`src/design/txm_defines.svh`:
```
// shared constants of the transmit modulator and power mode block
`ifndef TXM_DEFINES_SVH
`define TXM_DEFINES_SVH
// ************************************************
// timing
// ************************************************
`define TXM_CLK_NS 20
`define TXM_SLEEP_EXIT_NS 10000
`define TXM_STBY_EXIT_NS 1000
`define TXM_CHIP_CLKS 4
// ************************************************
// packet layout and spreading
// ************************************************
`define TXM_PRE_BITS 9'h080
`define TXM_HDR_BITS 9'h030
`define TXM_SIG_BITS 8'h08
`define TXM_BARKER 11'h5b8
`define TXM_BARKER_LAST 4'ha
`define TXM_CCK_LAST 4'h7
`define TXM_SCR_SEED 7'h6c
`define TXM_SIG_1M 8'h0a
`define TXM_SIG_2M 8'h14
`define TXM_SIG_5M5 8'h37
`define TXM_SIG_11M 8'h6e
// ************************************************
// dac levels and observation fields
// ************************************************
`define TXM_DAC_POS 6'h1f
`define TXM_DAC_NEG 6'h21
`define TXM_DAC_OBS_EN 0
`define TXM_DAC_OBS_SRC 1
`define TXM_OBS_PWR 3'h0
`define TXM_OBS_SEQ 3'h1
`define TXM_OBS_DAC_I 3'h2
`define TXM_OBS_DAC_Q 3'h3
`define TXM_OBS_AGC 3'h4
`define TXM_OBS_NF 3'h5
`define TXM_OBS_RXRATE 3'h6
`endif

```
`src/design/txm_pkg.sv`:
```
// types of the transmit modulator and power mode block
package txm_pkg;
	typedef enum logic [1:0] {rate_1m = 2'h0, rate_2m = 2'h1, rate_5m5 = 2'h2, rate_11m = 2'h3} txm_rate_t;
	typedef enum logic [2:0] {pwr_sleep = 3'h0, pwr_standby = 3'h1, pwr_tx = 3'h2, pwr_rx = 3'h3,
		pwr_duplex = 3'h4} txm_pwr_t;
	typedef enum logic [1:0] {seq_idle = 2'h0, seq_pre = 2'h1, seq_hdr = 2'h2, seq_data = 2'h3} txm_seq_t;
endpackage

```
`src/design/txm_power.sv`:
```
// power state decode and receiver/transmitter wake timing
`timescale 1ns/1ps
`include "txm_defines.svh"
module txm_power #(
	parameter int CW = 10
) (
	// clock and reset
	input  wire logic        clk,
	input  wire logic        rst,
	// power pins
	input  wire logic        rx_power_enable,
	input  wire logic        tx_power_enable,
	input  wire logic        dev_reset,
	// status
	output txm_pkg::txm_pwr_t pwr_state_q,
	output logic             rx_ready_q,
	output logic             tx_ready_q
);
	localparam logic [CW-1:0] SLEEP_CLKS = CW'(`TXM_SLEEP_EXIT_NS / `TXM_CLK_NS);
	localparam logic [CW-1:0] STBY_CLKS  = CW'(`TXM_STBY_EXIT_NS / `TXM_CLK_NS);

	txm_pkg::txm_pwr_t pwr_state_d;
	logic [CW-1:0]     cnt_q;
	logic [CW-1:0]     cnt_d;
	logic              asleep_q;
	logic              asleep_d;
	logic              rx_ready_d;
	logic              tx_ready_d;

	always_comb begin
		if (!rx_power_enable && !tx_power_enable) begin
			pwr_state_d = dev_reset ? txm_pkg::pwr_sleep : txm_pkg::pwr_standby; // see
		end else if (!rx_power_enable) begin
			pwr_state_d = txm_pkg::pwr_tx;
		end else if (!tx_power_enable) begin
			pwr_state_d = txm_pkg::pwr_rx;
		end else begin
			pwr_state_d = txm_pkg::pwr_duplex;
		end
		asleep_d = asleep_q;
		if (dev_reset) begin
			asleep_d = 1'b1;
		end else if (rx_ready_q) begin
			asleep_d = 1'b0;
		end
		cnt_d = cnt_q;
		rx_ready_d = rx_ready_q;
		if (!rx_power_enable || dev_reset) begin
			cnt_d = '0; // see
			rx_ready_d = 1'b0;
		end else if (!rx_ready_q) begin
			cnt_d = cnt_q + 1'b1;
			if (cnt_d >= (asleep_q ? SLEEP_CLKS : STBY_CLKS)) begin
				rx_ready_d = 1'b1; // see see
			end
		end
		tx_ready_d = tx_power_enable; // see
	end

	always_ff @(posedge clk) begin
		if (rst) begin
			pwr_state_q <= txm_pkg::pwr_standby;
			cnt_q <= '0;
			asleep_q <= 1'b1;
			rx_ready_q <= 1'b0;
			tx_ready_q <= 1'b0;
		end else begin
			pwr_state_q <= pwr_state_d;
			cnt_q <= cnt_d;
			asleep_q <= asleep_d;
			rx_ready_q <= rx_ready_d;
			tx_ready_q <= tx_ready_d;
		end
	end
endmodule

```
`src/design/txm_chip.sv`:
```
// chip phase generator for barker and complementary code spreading
`timescale 1ns/1ps
`include "txm_defines.svh"
module txm_chip (
	// symbol
	input  wire logic       cck,
	input  wire logic       rate_11m,
	input  wire logic [3:0] chip_idx,
	input  wire logic [5:0] sel,
	input  wire logic [1:0] phase,
	// chip
	output logic      [1:0] chip_phase
);
	localparam logic [10:0] BARKER = `TXM_BARKER;

	logic [1:0] p2;
	logic [1:0] p3;
	logic [1:0] p4;
	logic [1:0] s;

	always_comb begin
		p2 = rate_11m ? sel[1:0] : {sel[0], 1'b1}; // see
		p3 = rate_11m ? sel[3:2] : 2'h0;
		p4 = rate_11m ? sel[5:4] : {sel[1], 1'b0};
		case (chip_idx[2:0])
			3'h0: s = p2 + p3 + p4;
			3'h1: s = p3 + p4;
			3'h2: s = p2 + p4;
			3'h3: s = p4 + 2'h2;
			3'h4: s = p2 + p3;
			3'h5: s = p3;
			3'h6: s = p2 + 2'h2;
			default: s = 2'h0;
		endcase
		if (!cck) begin
			s = BARKER[4'(`TXM_BARKER_LAST - chip_idx)] ? 2'h0 : 2'h2;
		end
		chip_phase = phase + s;
	end
endmodule

```
`src/design/txm_top.sv`:
```
// transmit modulator, power mode control, rf gain step and observation port
// How it works
// IF at half supply: pad and gain together
// observation pins show selected internal signal
// readback register mirrors observation pins
// DACs may show receiver signals instead
// receiver off while receive enable low
// transmitter off while transmit enable low
// reset sleeps receiver; wake within 10us
// power modes never touch configuration
// reset keeps AGC and noise floor values
// sleep: all off, registers kept, 10us
// standby wakes within 1us of enable
// receiver joins transmit within 1us
// transmitter joins receive within 2 clocks
// DBPSK 1M, DQPSK 2M, CCK 5.5/11M
// rate codes 00..11 map four rates
// preamble DBPSK, header per setup, switch
// low rates scramble, differential, barker spread
// 5.5M: nibble picks code and phase
// 11M: byte picks code and phase
// header last phase starts data phase
// modulator independent of demodulator
// controller holds enable low to restart
// setup low bits choose data modulation
// power state decoded from pin levels
`timescale 1ns/1ps
`include "txm_defines.svh"
module txm_top #(
	parameter int CHIP_CLKS = `TXM_CHIP_CLKS
) (
	// clock and reset
	input  wire logic              clk,
	input  wire logic              rst,
	// power pins
	input  wire logic              rx_power_enable,
	input  wire logic              tx_power_enable,
	input  wire logic              dev_reset,
	// configuration
	input  wire logic [1:0]        tx_rate_setup_reg,
	input  wire logic              header_dqpsk,
	input  wire logic [1:0]        rx_signal_rate_reg,
	input  wire logic [2:0]        observation_select_reg,
	input  wire logic [1:0]        dac_observation_reg,
	// transmit data
	input  wire logic              tx_data,
	output logic                   tx_bit_take_q,
	// receiver side
	input  wire logic              if_level_high,
	input  wire logic              agc_update,
	input  wire logic [6:0]        agc_gain_in,
	input  wire logic [6:0]        noise_floor_in,
	input  wire logic [5:0]        rx_probe_i,
	input  wire logic [5:0]        rx_probe_q,
	// status and analog controls
	output txm_pkg::txm_pwr_t      pwr_state_q,
	output logic                   rx_enabled_q,
	output logic                   tx_enabled_q,
	output txm_pkg::txm_rate_t     rx_rate_kind_q,
	output logic                   rf_pad_q,
	output logic                   if_gain_boost_q,
	output logic [5:0]             tx_dac_i_q,
	output logic [5:0]             tx_dac_q_q,
	// observation
	output logic [7:0]             observation_pins_q,
	output logic [7:0]             observation_readback_reg_q
);
	localparam int DW = $clog2(CHIP_CLKS);
	localparam logic [DW-1:0] DIV_LAST = DW'(CHIP_CLKS - 1);

	txm_pkg::txm_seq_t  seq_q, seq_d, fld;
	txm_pkg::txm_rate_t rx_rate_kind_d;
	logic [7:0]    cnt_q, cnt_d, base, raw, sb, gath_q, gath_d, sig, hidx;
	logic [8:0]    sum;
	logic [3:0]    n_q, n_d, n_nx, n_data, chip_q, chip_d, gcnt_q, gcnt_d, last;
	logic [DW-1:0] div_q, div_d;
	logic [6:0]    scr_q, scr_d, agc_q, agc_d, nf_q, nf_d;
	logic [5:0]    sel_q, sel_d, dac_i_d, dac_q_d;
	logic [1:0]    phase_q, phase_d, dib, chip_phase;
	logic [7:0]    obs_d;
	logic          cck_q, cck_d, r11_q, r11_d, take_d, sym_end, load, nd, rf_pad_d;

	txm_power i_txm_power (
		.clk             (clk),
		.rst             (rst),
		.rx_power_enable (rx_power_enable),
		.tx_power_enable (tx_power_enable),
		.dev_reset       (dev_reset),
		.pwr_state_q     (pwr_state_q),
		.rx_ready_q      (rx_enabled_q),
		.tx_ready_q      (tx_enabled_q)
	);

	txm_chip i_txm_chip (
		.cck        (cck_q),
		.rate_11m   (r11_q),
		.chip_idx   (chip_q),
		.sel        (sel_q),
		.phase      (phase_q),
		.chip_phase (chip_phase)
	);

	// ************************************************
	// modulator sequencing
	// ************************************************
	always_comb begin
		seq_d = seq_q; cnt_d = cnt_q; n_d = n_q; chip_d = chip_q; div_d = div_q;
		cck_d = cck_q; r11_d = r11_q; phase_d = phase_q; scr_d = scr_q; sel_d = sel_q;
		gath_d = gath_q; gcnt_d = gcnt_q; take_d = 1'b0;
		fld = seq_q; base = 8'h00; raw = 8'h00; sb = 8'h00; sum = 9'h000; n_nx = 4'h1; dib = 2'h0; hidx = 8'h00;
		case (tx_rate_setup_reg) // see see
			2'h0: begin n_data = 4'h1; sig = `TXM_SIG_1M; end
			2'h1: begin n_data = 4'h2; sig = `TXM_SIG_2M; end
			2'h2: begin n_data = 4'h4; sig = `TXM_SIG_5M5; end
			default: begin n_data = 4'h8; sig = `TXM_SIG_11M; end
		endcase
		last = cck_q ? `TXM_CCK_LAST : `TXM_BARKER_LAST;
		sym_end = seq_q != txm_pkg::seq_idle && chip_q == last && div_q == DIV_LAST;
		load = sym_end || (seq_q == txm_pkg::seq_idle && tx_enabled_q);
		nd = seq_q == txm_pkg::seq_data || (seq_q == txm_pkg::seq_hdr && {1'b0, cnt_q} + 9'(n_q) >= `TXM_HDR_BITS);
		div_d = div_q + 1'b1;
		if (div_q == DIV_LAST) begin
			div_d = '0;
			chip_d = chip_q + 1'b1;
		end
		if (nd && !load && !tx_bit_take_q && gcnt_q < n_data) begin
			gath_d[gcnt_q[2:0]] = tx_data;
			gcnt_d = gcnt_q + 1'b1;
			take_d = 1'b1;
		end
		if (load) begin
			sum = {1'b0, cnt_q} + 9'(n_q);
			if (seq_q == txm_pkg::seq_idle) begin
				fld = txm_pkg::seq_pre;
			end else if (seq_q == txm_pkg::seq_pre && sum >= `TXM_PRE_BITS) begin
				fld = txm_pkg::seq_hdr;
			end else if (seq_q == txm_pkg::seq_hdr && sum >= `TXM_HDR_BITS) begin
				fld = txm_pkg::seq_data;
			end else if (seq_q != txm_pkg::seq_data) begin
				base = sum[7:0];
			end
			case (fld)
				txm_pkg::seq_pre: n_nx = 4'h1;
				txm_pkg::seq_hdr: n_nx = header_dqpsk ? 4'h2 : 4'h1;
				default: n_nx = n_data;
			endcase
			for (int i = 0; i < 8; i++) begin
				hidx = base + 8'(i);
				if (fld == txm_pkg::seq_pre) begin
					raw[i] = 1'b1;
				end else if (fld == txm_pkg::seq_hdr) begin
					raw[i] = hidx < `TXM_SIG_BITS ? sig[hidx[2:0]] : 1'b0;
				end else begin
					raw[i] = gath_q[i];
				end
				if (4'(i) < n_nx) begin
					sb[i] = raw[i] ^ scr_d[6] ^ scr_d[3];
					scr_d = {scr_d[5:0], sb[i]};
				end
			end
			dib = {sb[0], sb[0] ^ sb[1]};
			cck_d = 1'b0;
			r11_d = 1'b0;
			if (fld == txm_pkg::seq_data && tx_rate_setup_reg[1]) begin
				phase_d = phase_q + dib; // see see see
				sel_d = sb[7:2];
				cck_d = 1'b1;
				r11_d = tx_rate_setup_reg[0];
			end else if (n_nx == 4'h2) begin
				phase_d = phase_q + dib; // see
			end else begin
				phase_d = phase_q + {sb[0], 1'b0};
			end
			seq_d = fld;
			cnt_d = base;
			n_d = n_nx;
			chip_d = 4'h0;
			div_d = '0;
			gcnt_d = 4'h0;
		end
		if (!tx_enabled_q) begin
			seq_d = txm_pkg::seq_idle; // see
			scr_d = `TXM_SCR_SEED;
			phase_d = 2'h0;
			chip_d = 4'h0;
			div_d = '0;
			gcnt_d = 4'h0;
			take_d = 1'b0;
		end
	end

	always_ff @(posedge clk) begin
		if (rst) begin
			seq_q <= txm_pkg::seq_idle; cnt_q <= 8'h00; n_q <= 4'h1; chip_q <= 4'h0; div_q <= '0;
			cck_q <= 1'b0; r11_q <= 1'b0; phase_q <= 2'h0; scr_q <= `TXM_SCR_SEED; sel_q <= 6'h00;
			gath_q <= 8'h00; gcnt_q <= 4'h0; tx_bit_take_q <= 1'b0;
		end else begin
			seq_q <= seq_d; cnt_q <= cnt_d; n_q <= n_d; chip_q <= chip_d; div_q <= div_d;
			cck_q <= cck_d; r11_q <= r11_d; phase_q <= phase_d; scr_q <= scr_d; sel_q <= sel_d;
			gath_q <= gath_d; gcnt_q <= gcnt_d; tx_bit_take_q <= take_d;
		end
	end

	// ************************************************
	// dac, gain step, agc memory, observation
	// ************************************************
	always_comb begin
		rf_pad_d = rx_enabled_q && if_level_high;
		agc_d = agc_q;
		nf_d = nf_q;
		if (rx_enabled_q && agc_update && !dev_reset) begin
			agc_d = agc_gain_in;
			nf_d = noise_floor_in;
		end
		rx_rate_kind_d = txm_pkg::txm_rate_t'(rx_signal_rate_reg);
		if (dac_observation_reg[`TXM_DAC_OBS_EN]) begin
			dac_i_d = dac_observation_reg[`TXM_DAC_OBS_SRC] ? agc_q[6:1] : rx_probe_i;
			dac_q_d = dac_observation_reg[`TXM_DAC_OBS_SRC] ? nf_q[6:1] : rx_probe_q;
		end else if (tx_enabled_q && seq_q != txm_pkg::seq_idle) begin
			dac_i_d = (chip_phase[1] ^ chip_phase[0]) ? `TXM_DAC_NEG : `TXM_DAC_POS;
			dac_q_d = chip_phase[1] ? `TXM_DAC_NEG : `TXM_DAC_POS;
		end else begin
			dac_i_d = 6'h00;
			dac_q_d = 6'h00;
		end
		case (observation_select_reg)
			`TXM_OBS_PWR: obs_d = {5'h00, pwr_state_q};
			`TXM_OBS_SEQ: obs_d = {seq_q, cck_q, phase_q, rf_pad_q, rx_enabled_q, tx_enabled_q};
			`TXM_OBS_DAC_I: obs_d = {2'h0, tx_dac_i_q};
			`TXM_OBS_DAC_Q: obs_d = {2'h0, tx_dac_q_q};
			`TXM_OBS_AGC: obs_d = {1'b0, agc_q};
			`TXM_OBS_NF: obs_d = {1'b0, nf_q};
			`TXM_OBS_RXRATE: obs_d = {6'h00, rx_rate_kind_q};
			default: obs_d = 8'h00;
		endcase
	end

	always_ff @(posedge clk) begin
		if (rst) begin
			rf_pad_q <= 1'b0; if_gain_boost_q <= 1'b0; agc_q <= 7'h00; nf_q <= 7'h00;
			rx_rate_kind_q <= txm_pkg::rate_1m; tx_dac_i_q <= 6'h00; tx_dac_q_q <= 6'h00;
			observation_pins_q <= 8'h00; observation_readback_reg_q <= 8'h00;
		end else begin
			rf_pad_q <= rf_pad_d;
			if_gain_boost_q <= rf_pad_d;
			agc_q <= agc_d; nf_q <= nf_d; rx_rate_kind_q <= rx_rate_kind_d;
			tx_dac_i_q <= dac_i_d; tx_dac_q_q <= dac_q_d;
			observation_pins_q <= obs_d;
			observation_readback_reg_q <= obs_d;
		end
	end
endmodule

```
`config.mk`:
```
export PLATFORM = sky130hd
export DESIGN_NAME = txm_top
export DESIGN_NICKNAME = d
export VERILOG_FILES = /design/src/design/txm_pkg.sv /design/src/design/txm_power.sv /design/src/design/txm_chip.sv /design/src/design/txm_top.sv
export VERILOG_INCLUDE_DIRS = /design/src /design/src/design
export SDC_FILE = /design/constraint.sdc
export NUM_CORES = 1
export LEC_CHECK = 0
export ABC_AREA = 1
export BUFFER_PORTS_ARGS = -buffer_cell sky130_fd_sc_hd__buf_2
export CAP_MARGIN = 20
export CORE_MARGIN = 2
export CORE_UTILIZATION = 60
export DETAILED_ROUTE_END_ITERATION = 10
export GPL_ROUTABILITY_DRIVEN = 0
export HOLD_SLACK_MARGIN = 0.12
export PLACE_DENSITY = 0.81
export RECOVER_POWER = 100
export SLEW_MARGIN = 20
export SYNTH_ARGS = -nofsm -noshare
export SYNTH_HDL_FRONTEND = slang
export SYNTH_HIERARCHICAL = 1
export SYNTH_SLANG_ARGS = --single-unit
```
`constraint.sdc`:
```
create_clock -name clk -period 6.3 [get_ports clk]
set_clock_uncertainty 0.2 [all_clocks]
set_input_delay 0.945 -clock clk [delete_from_list [all_inputs] [get_ports clk]]
set_output_delay 0.945 -clock clk [all_outputs]
set_load 0.05 [all_outputs]
```
==> results.txt, run 1 <==
wl on met1 - 9460 microns
vias in the first global route - 7,015
DP Worst Slack - 0.606 ns
Worst path max stage delay - 0.43 ns
row count - 40
CP most frequent cell - nand2_1
CTS tree - done
Reg clk slew, reported paths - 0.07 ns
RSZ-0062 raised after global routing - no
total gr overflow - 0
TritonCTS Buffers - 9
drt via density - 5.63
Syn Inst Count - 1,144
commonest non-fill, non-tap cells in the layout - 261 x nand2_1, 127 x inv_1, 103 x dfxtp_1, 97 x nor2_1, 97 x nand3_1
Root Driver - clkbuf_16
fin crit period - 5.68 ns
Worst Setup Start Kind - flop
Pwr per Cell Area - 168 nW/um^2
Max-Slew Margin vs Limit - -15.0%
flops & latches, synth - 103
CTS sink count - 103
highest routing layer actually used - met4
Clock Latency Late Sink - 0.36 ns
Worst path slowest cell - fa_1
core area - 12,200 sq um
filler cell count - 1,136
initial DRC count - 691
GRT Total Usage - 31.1%
clock tree buffer depth - 2
starting density of the core - 62.1%
sequential share of the synthesized area - 27.3%
Leakage - 3.67 nW
Async S/R FF share, synth - 0%
endpoints failing hold - 0
DIE WIDTH - 116 microns
met2 wire length - 9060 microns
vias - 7,738
Routed wire per std cell - 14.9 microns
period utilization - 90.2%
Worst EP required - 6.35 ns
commonest non-fill, non-tap cell in the layout - nand2_1
post-layout util - 67.3%
actual slew at the worst max-slew pin - 1.73 ns
outcome - complete, but fails checks
Hold Path Class - reg -> reg
wire length on met3 - 1500 microns
violated checks - capacitance limit, slew limit
final net count - 1,290
Worst Setup Path Type - reg -> reg
antenna violations before repair - 0
IO Pins - 82
worst setup margin - 0.617 ns
Initial DRT Pass Iterations - 5
CP endpoint kind - flop
Mapped Area - 7550 sq um
VDD IR max - 0.000151 V
post-route ant nets - 0
crit path DAT - 5.74 ns
first-pass GRT wire length - 33,500 microns
HPWL after DPL - 15,400 microns
die area - 13,500 sq um
multi-input logic area - 4710 sq um
setup_tns - 0 ns
worst-path maximum fanout - 14
Mapped Nets - 1,232
Post-synth EDFFs - 0
DRC viols - 0
PortBufs - 81
Mapped Avg Cell Area - 6.60 sq um
CTS Hold Bufs - 0
chip height - 116 microns
largest net degree at the start of global routing - 34
Synth Warn # - 6
layout cells sized above 1 - 10.4%
layout overhead on the synthesized area - 8.40%
register area - 2060 sq um
synth unique cells - 56
final WL - 20,500 microns
H-Tree Depth - 3
fmax - 176 MHz
Final setup viols - 0
Synth Flop Type - dfxtp_1
Slew Viols, Final - 34
Max Cap Viol - 1
Diodes inserted - 0
flip-flops by register name, indices dropped and copies added (netlist names), 6 cells and up:
register	cells
tx_dac_q_q	6
agc_q	7
scr_q	7
cnt_q	8
sel_q	6
gath_q	8
tx_dac_i_q	6
observation_readback_reg_q	8
i_txm_power/cnt_q	10
nf_q	7
per-layer routing:
layer  up-vias  global-route usage [%]
met1      3503                    43.5
met3        46                    6.02
met5         -                       0
met2       277                    48.0
li1       3912                       -
met4         0                    11.0
cell usage after synthesis (all sizes together), types with 3 or more instances:
| library cell | number | area [sq um] |
|---|---|---|
| clkbuf | 13 | 48.8 |
| o2111ai | 3 | 26.3 |
| a21oi | 91 | 467 |
| ha | 43 | 538 |
| a31oi | 6 | 37.5 |
| o211ai | 15 | 113 |
| mux2i | 3 | 30.0 |
| buf | 23 | 164 |
| xor2 | 17 | 156 |
| o22ai | 4 | 25.0 |
| o21a | 11 | 82.6 |
| nand3b | 8 | 60.1 |
| inv | 144 | 541 |
| o21bai | 3 | 22.5 |
| dfxtp | 103 | 2060 |
| a22oi | 3 | 27.5 |
| nor3 | 13 | 76.3 |
| xnor2 | 4 | 35.0 |
| a221oi | 7 | 61.3 |
| nor2 | 106 | 458 |
| nand2 | 283 | 1140 |
| nand3 | 105 | 586 |
| or2 | 5 | 31.3 |
| o21ai | 94 | 485 |
| and2 | 3 | 18.8 |
| nand4 | 17 | 113 |
timing repair:
item,4_1_cts,5_1_grt
endpoints found under the setup margin,0,3
endpoints found under the hold margin,0,0
resized for setup,0,1
setup buffers,0,0
where the power goes:
part           switching, mW  total [mW]  internal (mW)
Clock                  0.271       0.548          0.276
Sequential            0.0100       0.672          0.662
Combinational          0.109       0.155         0.0460
logic make-up (layout without fill, tap and decap cells):
| logic type | Yosys count | count (layout) | share of synthesized area, % |
|---|---|---|---|
| flops | 103 | 103 | 27.3 |
| xor+xnor | 21 | 21 | 2.54 |
| compound gates | 250 | 250 | 19.3 |
| buf+inv | 182 | 245 | 10.1 |
| mux | 3 | 3 | 0.398 |
| fa+ha+maj | 44 | 44 | 7.39 |
| simple gates | 541 | 541 | 33.0 |
path summary, 6_finish.rpt:
| path | from | end | slack, ns | cells after the start |
|---|---|---|---|---|
| worst min register to register | div_q[0] | div_q[0] | 0.24 | 1 |
| worst max-delay path | cnt_q[0] | scr_q[1] | 0.62 | 34 |
| worst min-delay path | div_q[0] | div_q[0] | 0.24 | 1 |
| worst max register to register | cnt_q[0] | scr_q[1] | 0.62 | 34 |
through the flow:
| stage | hold WS (ns) | cells | cell area (sq um) | power (mW) |
|---|---|---|---|---|
| finish | 0.238 | 1375 | 8180 | 1.37 |
| global placement | 0.217 | 1359 | 7970 | 0.840 |
| floorplan | 0.204 | 1144 | 7550 | 0.793 |
| CTS | 0.238 | 1375 | 8260 | 1.38 |
| global route | 0.266 | 1375 | 8180 | 1.43 |
| detailed placement | 0.228 | 1359 | 7970 | 0.841 |
layout make-up:
type,count,share of cell area (%)
clock buffers,9,2.75
clock inverters,7,0.795
flip-flops and latches,103,25.2
well taps,168,2.57
multi-input cells,859,57.5
inverters,146,6.70
repair buffers,83,4.48
worst max-delay path: cells and delay by family, from the launching register on:
kind | cells | cell delay (ns)
adders and majority gates | 3 | 0.94
muxes | 1 | 0.24
buffers and inverters | 5 | 0.49
xor gates and xnor gates | 1 | 0.22
and+or+nand+nor | 18 | 2.23
AOI/OAI and AO/OA | 6 | 0.93
DFF | 1 | 0.31
Power figures use the tool's default switching activity.
==> run 2: changes to the inputs <==
CORE_UTILIZATION = 54   (was 60)
PLACE_DENSITY = 0.77   (was 0.81)
clock period = 4.6 ns   (was 6.3 ns; I/O delays follow)
==> run 2 against run 1 <==
  * The flow finishes with violations (setup timing)
  * Power up 44%
  * Worst hold slack worse by 0.0028 ns
  * Cell count is 4.0% higher
  * Sequential share of layout area down 2.2 points
  * Setup slack worse by 0.73 ns
  * Die area increased by 11%
  * Maximum frequency increased by 21%
  * Register-to-register slack got worse by 0.73 ns
  * Clock power up 50%
  * Non-clock buffer count grew 43
  * Highest routed layer unchanged
  * First-iteration DRC count is 48% higher
  * Critical path type unchanged
==> results.txt, run 2 (synthesis gave the netlist of run 1 again) <==
CP endpoint kind - flop
filler cell count - 1,260 (+11%)
die area - 14,900 sq um (+11%)
worst-path maximum fanout - 5 (-9)
post-route ant nets - 0 (unchanged)
clock network fraction of total power - 41.7% (+1.9 points)
fin crit period - 4.71 ns (-0.972 ns)
initial DRC count - 1,024 (+48%)
core area - 13,800 sq um (+13%)
Worst path max stage delay - 0.36 ns (-0.07 ns)
row count - 43 (+7.5%)
Worst path slowest cell - fa_2
violated checks - setup timing
endpoints failing hold - 0 (unchanged)
chip height - 122 microns (+5.2%)
starting density of the core - 54.8% (-7.3 points)
crit path DAT - 4.77 ns (-0.97 ns)
IO Pins - 82 (unchanged)
multi-input logic area - 5080 sq um (+7.9%)
Comb pwr share - 11.6% (+0.3 points)
antenna violations before repair - 0 (unchanged)
HPWL after DPL - 16,100 microns (+4.8%)
post-layout util - 65.3% (-2.0 points)
Biggest register - i_txm_power/cnt_q
CP most frequent cell - nand2_1
total gr overflow - 0 (unchanged)
Final setup viols - 5 (+5)
vias - 8,057 (+4.1%)
max reg flops - 10 (unchanged)
Clock Latency Late Sink - 0.36 ns (about the same)
first-pass GRT wire length - 34,700 microns (+3.7%)
DRC viols - 0 (unchanged)
R2R cell count - 34 (unchanged)
clock tree buffer depth - 2 (unchanged)
reg2reg start - cnt_q[0]
switch share - 28.1% (-0.23 points)
commonest non-fill, non-tap cells in the layout - 243 x nand2_1, 115 x inv_1, 98 x dfxtp_1, 88 x nor2_1, 88 x nand3_1
Leakage - 3.93 nW (+7.3%)
period utilization - 102% (+12 points)
Pwr per Cell Area - 220 nW/um^2 (+31%)
outcome - complete, but fails checks
Tot Pwr - 1.98 mW (+44%)
layout cells sized above 1 - 19.9% (+9.5 points)
drt via density - 5.63 (+0.12%)
fmax - 212 MHz (+21%)
Hold Startpoint - div_q[0]
commonest non-fill, non-tap cell in the layout - nand2_1
Max Cap Viol - 0 (-1)
Routed wire per std cell - 15.8 microns (+5.7%)
PortBufs - 81 (unchanged)
Worst Setup Path Type - reg -> reg
Max-Slew Margin vs Limit - 25.5% (+41 points)
layout overhead on the synthesized area - 19.1%
Worst Setup SP - cnt_q[0]
net switching power - 0.556 mW (+43%)
Slew Viols, Final - 0 (-100%)
CTS sink count - 103 (unchanged)
largest net degree at the start of global routing - 34 (unchanged)
Worst EP required - 4.66 ns (-1.69 ns)
GRT Total Usage - 28.9% (-2.1 points)
DIE WIDTH - 122 microns (+5.2%)
CTS Hold Bufs - 0 (unchanged)
Worst Setup Start Kind - flop
Sequential Power Share - 46.7% (-2.2 points)
worst setup margin - -0.111 ns (-0.728 ns)
Hold Path Class - reg -> reg
RSZ-0062 raised after global routing - yes
Reg clk slew, reported paths - 0.07 ns (about the same)
P_int - 1.42 mW (+44%)
actual slew at the worst max-slew pin - 1.11 ns (-0.620 ns)
Initial DRT Pass Iterations - 5 (unchanged)
H-Tree Depth - 3 (unchanged)
worst hold stages - 1 (unchanged)
register area - 2070 sq um (+0.30%)
final net count - 1,333 (+3.3%)
VDD IR max - 0.000219 V (+46%)
TritonCTS Buffers - 9 (unchanged)
Root Driver - clkbuf_16
vias in the first global route - 7,214 (+2.8%)
CTS tree - done
Diodes inserted - 0 (unchanged)
worst reg-to-reg setup slack - -0.11 ns (-0.73 ns)
final WL - 22,500 microns (+9.9%)
-- run 2: metal layers --
| metal | share of wire, % | GRT usage (%) | vias up |
|---|---|---|---|
| met5 | 0 | 0 | - |
| li1 | - | - | 3984 |
| met4 | 3.8 | 10.3 | 0 |
| met3 | 7.3 | 5.34 | 84 |
| met2 | 45 | 44.8 | 365 |
| met1 | 43 | 40.2 | 3624 |
-- run 2: worst paths after layout --
kind | endpoint
max | scr_q[1]
min | div_q[0]
max reg2reg | scr_q[1]
min reg2reg | div_q[0]
-- run 2: layout make-up --
type	instances	area share (%)
well taps	180	2.50
repair buffers	126	8.20
flip-flops and latches	103	23.0
clock buffers	9	2.50
multi-input cells	859	56.5
clock inverters	7	1.09
inverters	146	6.25
-- run 2: critical path: cells and delay by family, from the launching register on --
kind / cells / cell delay (ns)
simple gates: 18 / 1.47
compound gates: 7 / 1.03
fa+ha+maj: 3 / 0.85
flops: 1 / 0.34
buf+inv: 4 / 0.31
xor+xnor: 1 / 0.21
mux: 1 / 0.20
-- run 2: power by group through the flow --
stage / Clock, mW / Sequential [mW] / Combinational, mW
floorplan: 0 / 0.966 / 0.122
finish: 0.824 / 0.923 / 0.229
CTS: 0.832 / 0.921 / 0.216
detailed placement: 0 / 0.942 / 0.214
global placement: 0 / 0.942 / 0.212
global route: 0.867 / 0.925 / 0.251
-- run 2: repair_timing --
action	4_1_cts	5_1_grt
endpoints found under the hold margin	0	0
setup buffers	1	18
endpoints found under the setup margin	6	12
pin swaps	1	53
gates resized for setup	3	81
-- run 2: through the flow --
stage,setup TNS [ns],setup slack (ns),instance area (sq um),hold slack (ns),instances
global route,-1.99,-0.353,8990,0.271,1430
finish,-0.413,-0.111,8990,0.235,1430
floorplan,-0.137,-0.0529,7640,0.204,1144
CTS,0,0.00110,8580,0.235,1412
global placement,0,0.0787,8240,0.216,1395
detailed placement,-0.0878,-0.0349,8240,0.219,1395
==> run 3: changes to the inputs <==
CORE_MARGIN = 3   (was 2)
TNS_END_PERCENT = 1   (was unset)
==> run 3 against run 2 <==
  * The flow still finishes with violations (setup timing)
  * Setup slack improved by 0.11 ns
  * Largest cell class unchanged
  * Critical path type unchanged
  * Critical path depth stayed put
  * Global-route usage down 2.4 points
  * Highest routed layer is now met5
  * Design area decreased by 4.1%
  * Worst hold slack improved by 0.014 ns
==> results.txt, run 3 (synthesis gave the netlist of run 1 again) <==
Leakage - 3.83 nW (-2.7%)
die area - 15,400 sq um (+3.3%)
period utilization - 100% (-2.3 points)
CTS tree - done
outcome - complete, but fails checks
starting density of the core - 56.1% (+1.3 points)
Final setup viols - 1 (-4)
CP endpoint kind - flop
P_int - 1.35 mW (-4.8%)
antenna violations before repair - 1 (+1)
endpoints failing hold - 0 (unchanged)
max reg flops - 10 (unchanged)
CP most frequent cell - nand2_1
Hold Slack - 0.249 ns (+0.0137 ns)
Initial DRT Pass Iterations - 6 (+1)
VDD IR max - 0.000201 V (-8.5%)
chip height - 124 microns (+1.6%)
drt via density - 5.63 (about the same)
RSZ-0062 raised after global routing - yes
H-Tree Depth - 3 (unchanged)
Max Cap Viol - 0 (unchanged)
total gr overflow - 0 (unchanged)
Slew Viols, Final - 0 (unchanged)
HPWL after DPL - 16,200 microns (+0.59%)
worst setup margin - -0.00390 ns (+0.108 ns)
worst-path maximum fanout - 6 (+1)
non-filler cells in the finished layout - 1,413 (-1.2%)
Worst EP required - 4.69 ns (+0.03 ns)
placed cell count - 1,393 (-0.14%)
Routed wire per std cell - 15.2 microns (-3.7%)
Worst path slowest cell - fa_2
initial DRC count - 869 (-15%)
Root Driver - clkbuf_16
Worst Setup Path Type - reg -> reg
delay-heaviest family, CP - simple AND/OR/NAND/NOR gates
net switching power - 0.530 mW (-4.7%)
Reg clk slew, reported paths - 0.07 ns (about the same)
Placed Instance Area - 8250 sq um (+0.12%)
Diodes inserted - 0 (unchanged)
violated checks - setup timing
fin crit period - 4.60 ns (-0.108 ns)
Tot Pwr - 1.88 mW (-4.8%)
final WL - 21,400 microns (-4.8%)
commonest non-fill, non-tap cell in the layout - nand2_1
Comb pwr share - 11.8% (+0.2 points)
DIE WIDTH - 124 microns (+1.6%)
IO Pins - 82 (unchanged)
core area - 13,500 sq um (-2.3%)
crit path DAT - 4.69 ns (-0.08 ns)
vias - 7,955 (-1.3%)
post-layout util - 64.1% (-1.2 points)
DRC viols - 0 (unchanged)
Worst path max stage delay - 0.36 ns (about the same)
PortBufs - 81 (unchanged)
layout overhead on the synthesized area - 14.2%
switch share - 28.2% (about the same)
largest net degree at the start of global routing - 34 (unchanged)
Hold Path Class - reg -> reg
final net count - 1,320 (-0.98%)
CP bufs+invs - 5 (+1)
TritonCTS Buffers - 9 (unchanged)
actual slew at the worst max-slew pin - 1.05 ns (-0.0540 ns)
first-pass GRT wire length - 34,600 microns (-0.36%)
Biggest register - i_txm_power/cnt_q
commonest non-fill, non-tap cells in the layout - 255 x nand2_1, 120 x inv_1, 99 x dfxtp_1, 92 x nand3_1, 89 x nor2_1
Max-Slew Margin vs Limit - 29.1% (+3.6 points)
clock tree buffer depth - 2 (unchanged)
CTS sink count - 103 (unchanged)
row count - 42 (-2.3%)
clock network fraction of total power - 39.2% (-2.5 points)
Sequential Power Share - 49.1% (+2.4 points)
Pwr per Cell Area - 218 nW/um^2 (-0.70%)
Worst Setup Start Kind - flop
GRT Total Usage - 26.6% (-2.4 points)
layout cells sized above 1 - 16.6% (-3.3 points)
post-route ant nets - 0 (unchanged)
fmax - 217 MHz (+2.3%)
vias in the first global route - 7,208 (-0.083%)
post-route cell area - 8620 sq um (-4.1%)
Clock Latency Late Sink - 0.36 ns (about the same)
run 3: per-layer routing:
metal | vias to the layer above | wire [microns] | GRT usage (%) | share of wire [%]
li1 | 3973 | - | - | -
met1 | 3571 | 9450 | 36.1 | 44
met2 | 343 | 9550 | 42.3 | 45
met3 | 66 | 1590 | 4.85 | 7.4
met4 | 2 | 809 | 9.54 | 3.8
met5 | - | 34 | 0 | 0.16
run 3: final timing paths:
kind / startpoint / end / slack [ns] / cells past startpoint
worst max-delay path: n_q[0] / scr_q[0] / -0.004 / 34
worst max register to register: n_q[0] / scr_q[0] / -0.004 / 34
worst min-delay path: div_q[0] / div_q[0] / 0.25 / 1
worst min register to register: div_q[0] / div_q[0] / 0.25 / 1
run 3: through the flow:
| stage | TNS, ns | setup WS, ns |
|---|---|---|
| after floorplan | -0.108 | -0.0530 |
| after global placement | 0 | 0.0887 |
| after detailed placement | -0.0954 | -0.0396 |
| after CTS | 0 | 0.00554 |
| after global routing | -1.73 | -0.323 |
| final | -0.00390 | -0.00390 |
run 3: power groups by stage:
stage          Sequential, mW  Clock [mW]  Combinational [mW]
4_1_cts                 0.921       0.750               0.216
2_1_floorplan           0.966           0               0.122
3_3_place_gp            0.942           0               0.213
6_report                0.923       0.737               0.222
3_5_place_dp            0.941           0               0.215
5_1_grt                 0.925       0.781               0.243
run 3: cell type report:
type	count	area, sq um
Tap cell	176	220
Fill cell	1274	4830
Sequential cell	103	2070
Clock buffer	9	225
Inverter	146	553
Clock inverter	7	56.3
Timing Repair Buffer	113	597
Multi-Input combinational cell	859	4900
run 3: what timing repair did:
action                                  4_1_cts  5_1_grt
resized for setup                             1       32
pin swaps                                     0       15
hold endpoints to repair                      0        0
endpoints found under the setup margin        4       12
hold buffers                                  0        0
buffers inserted                              1        3
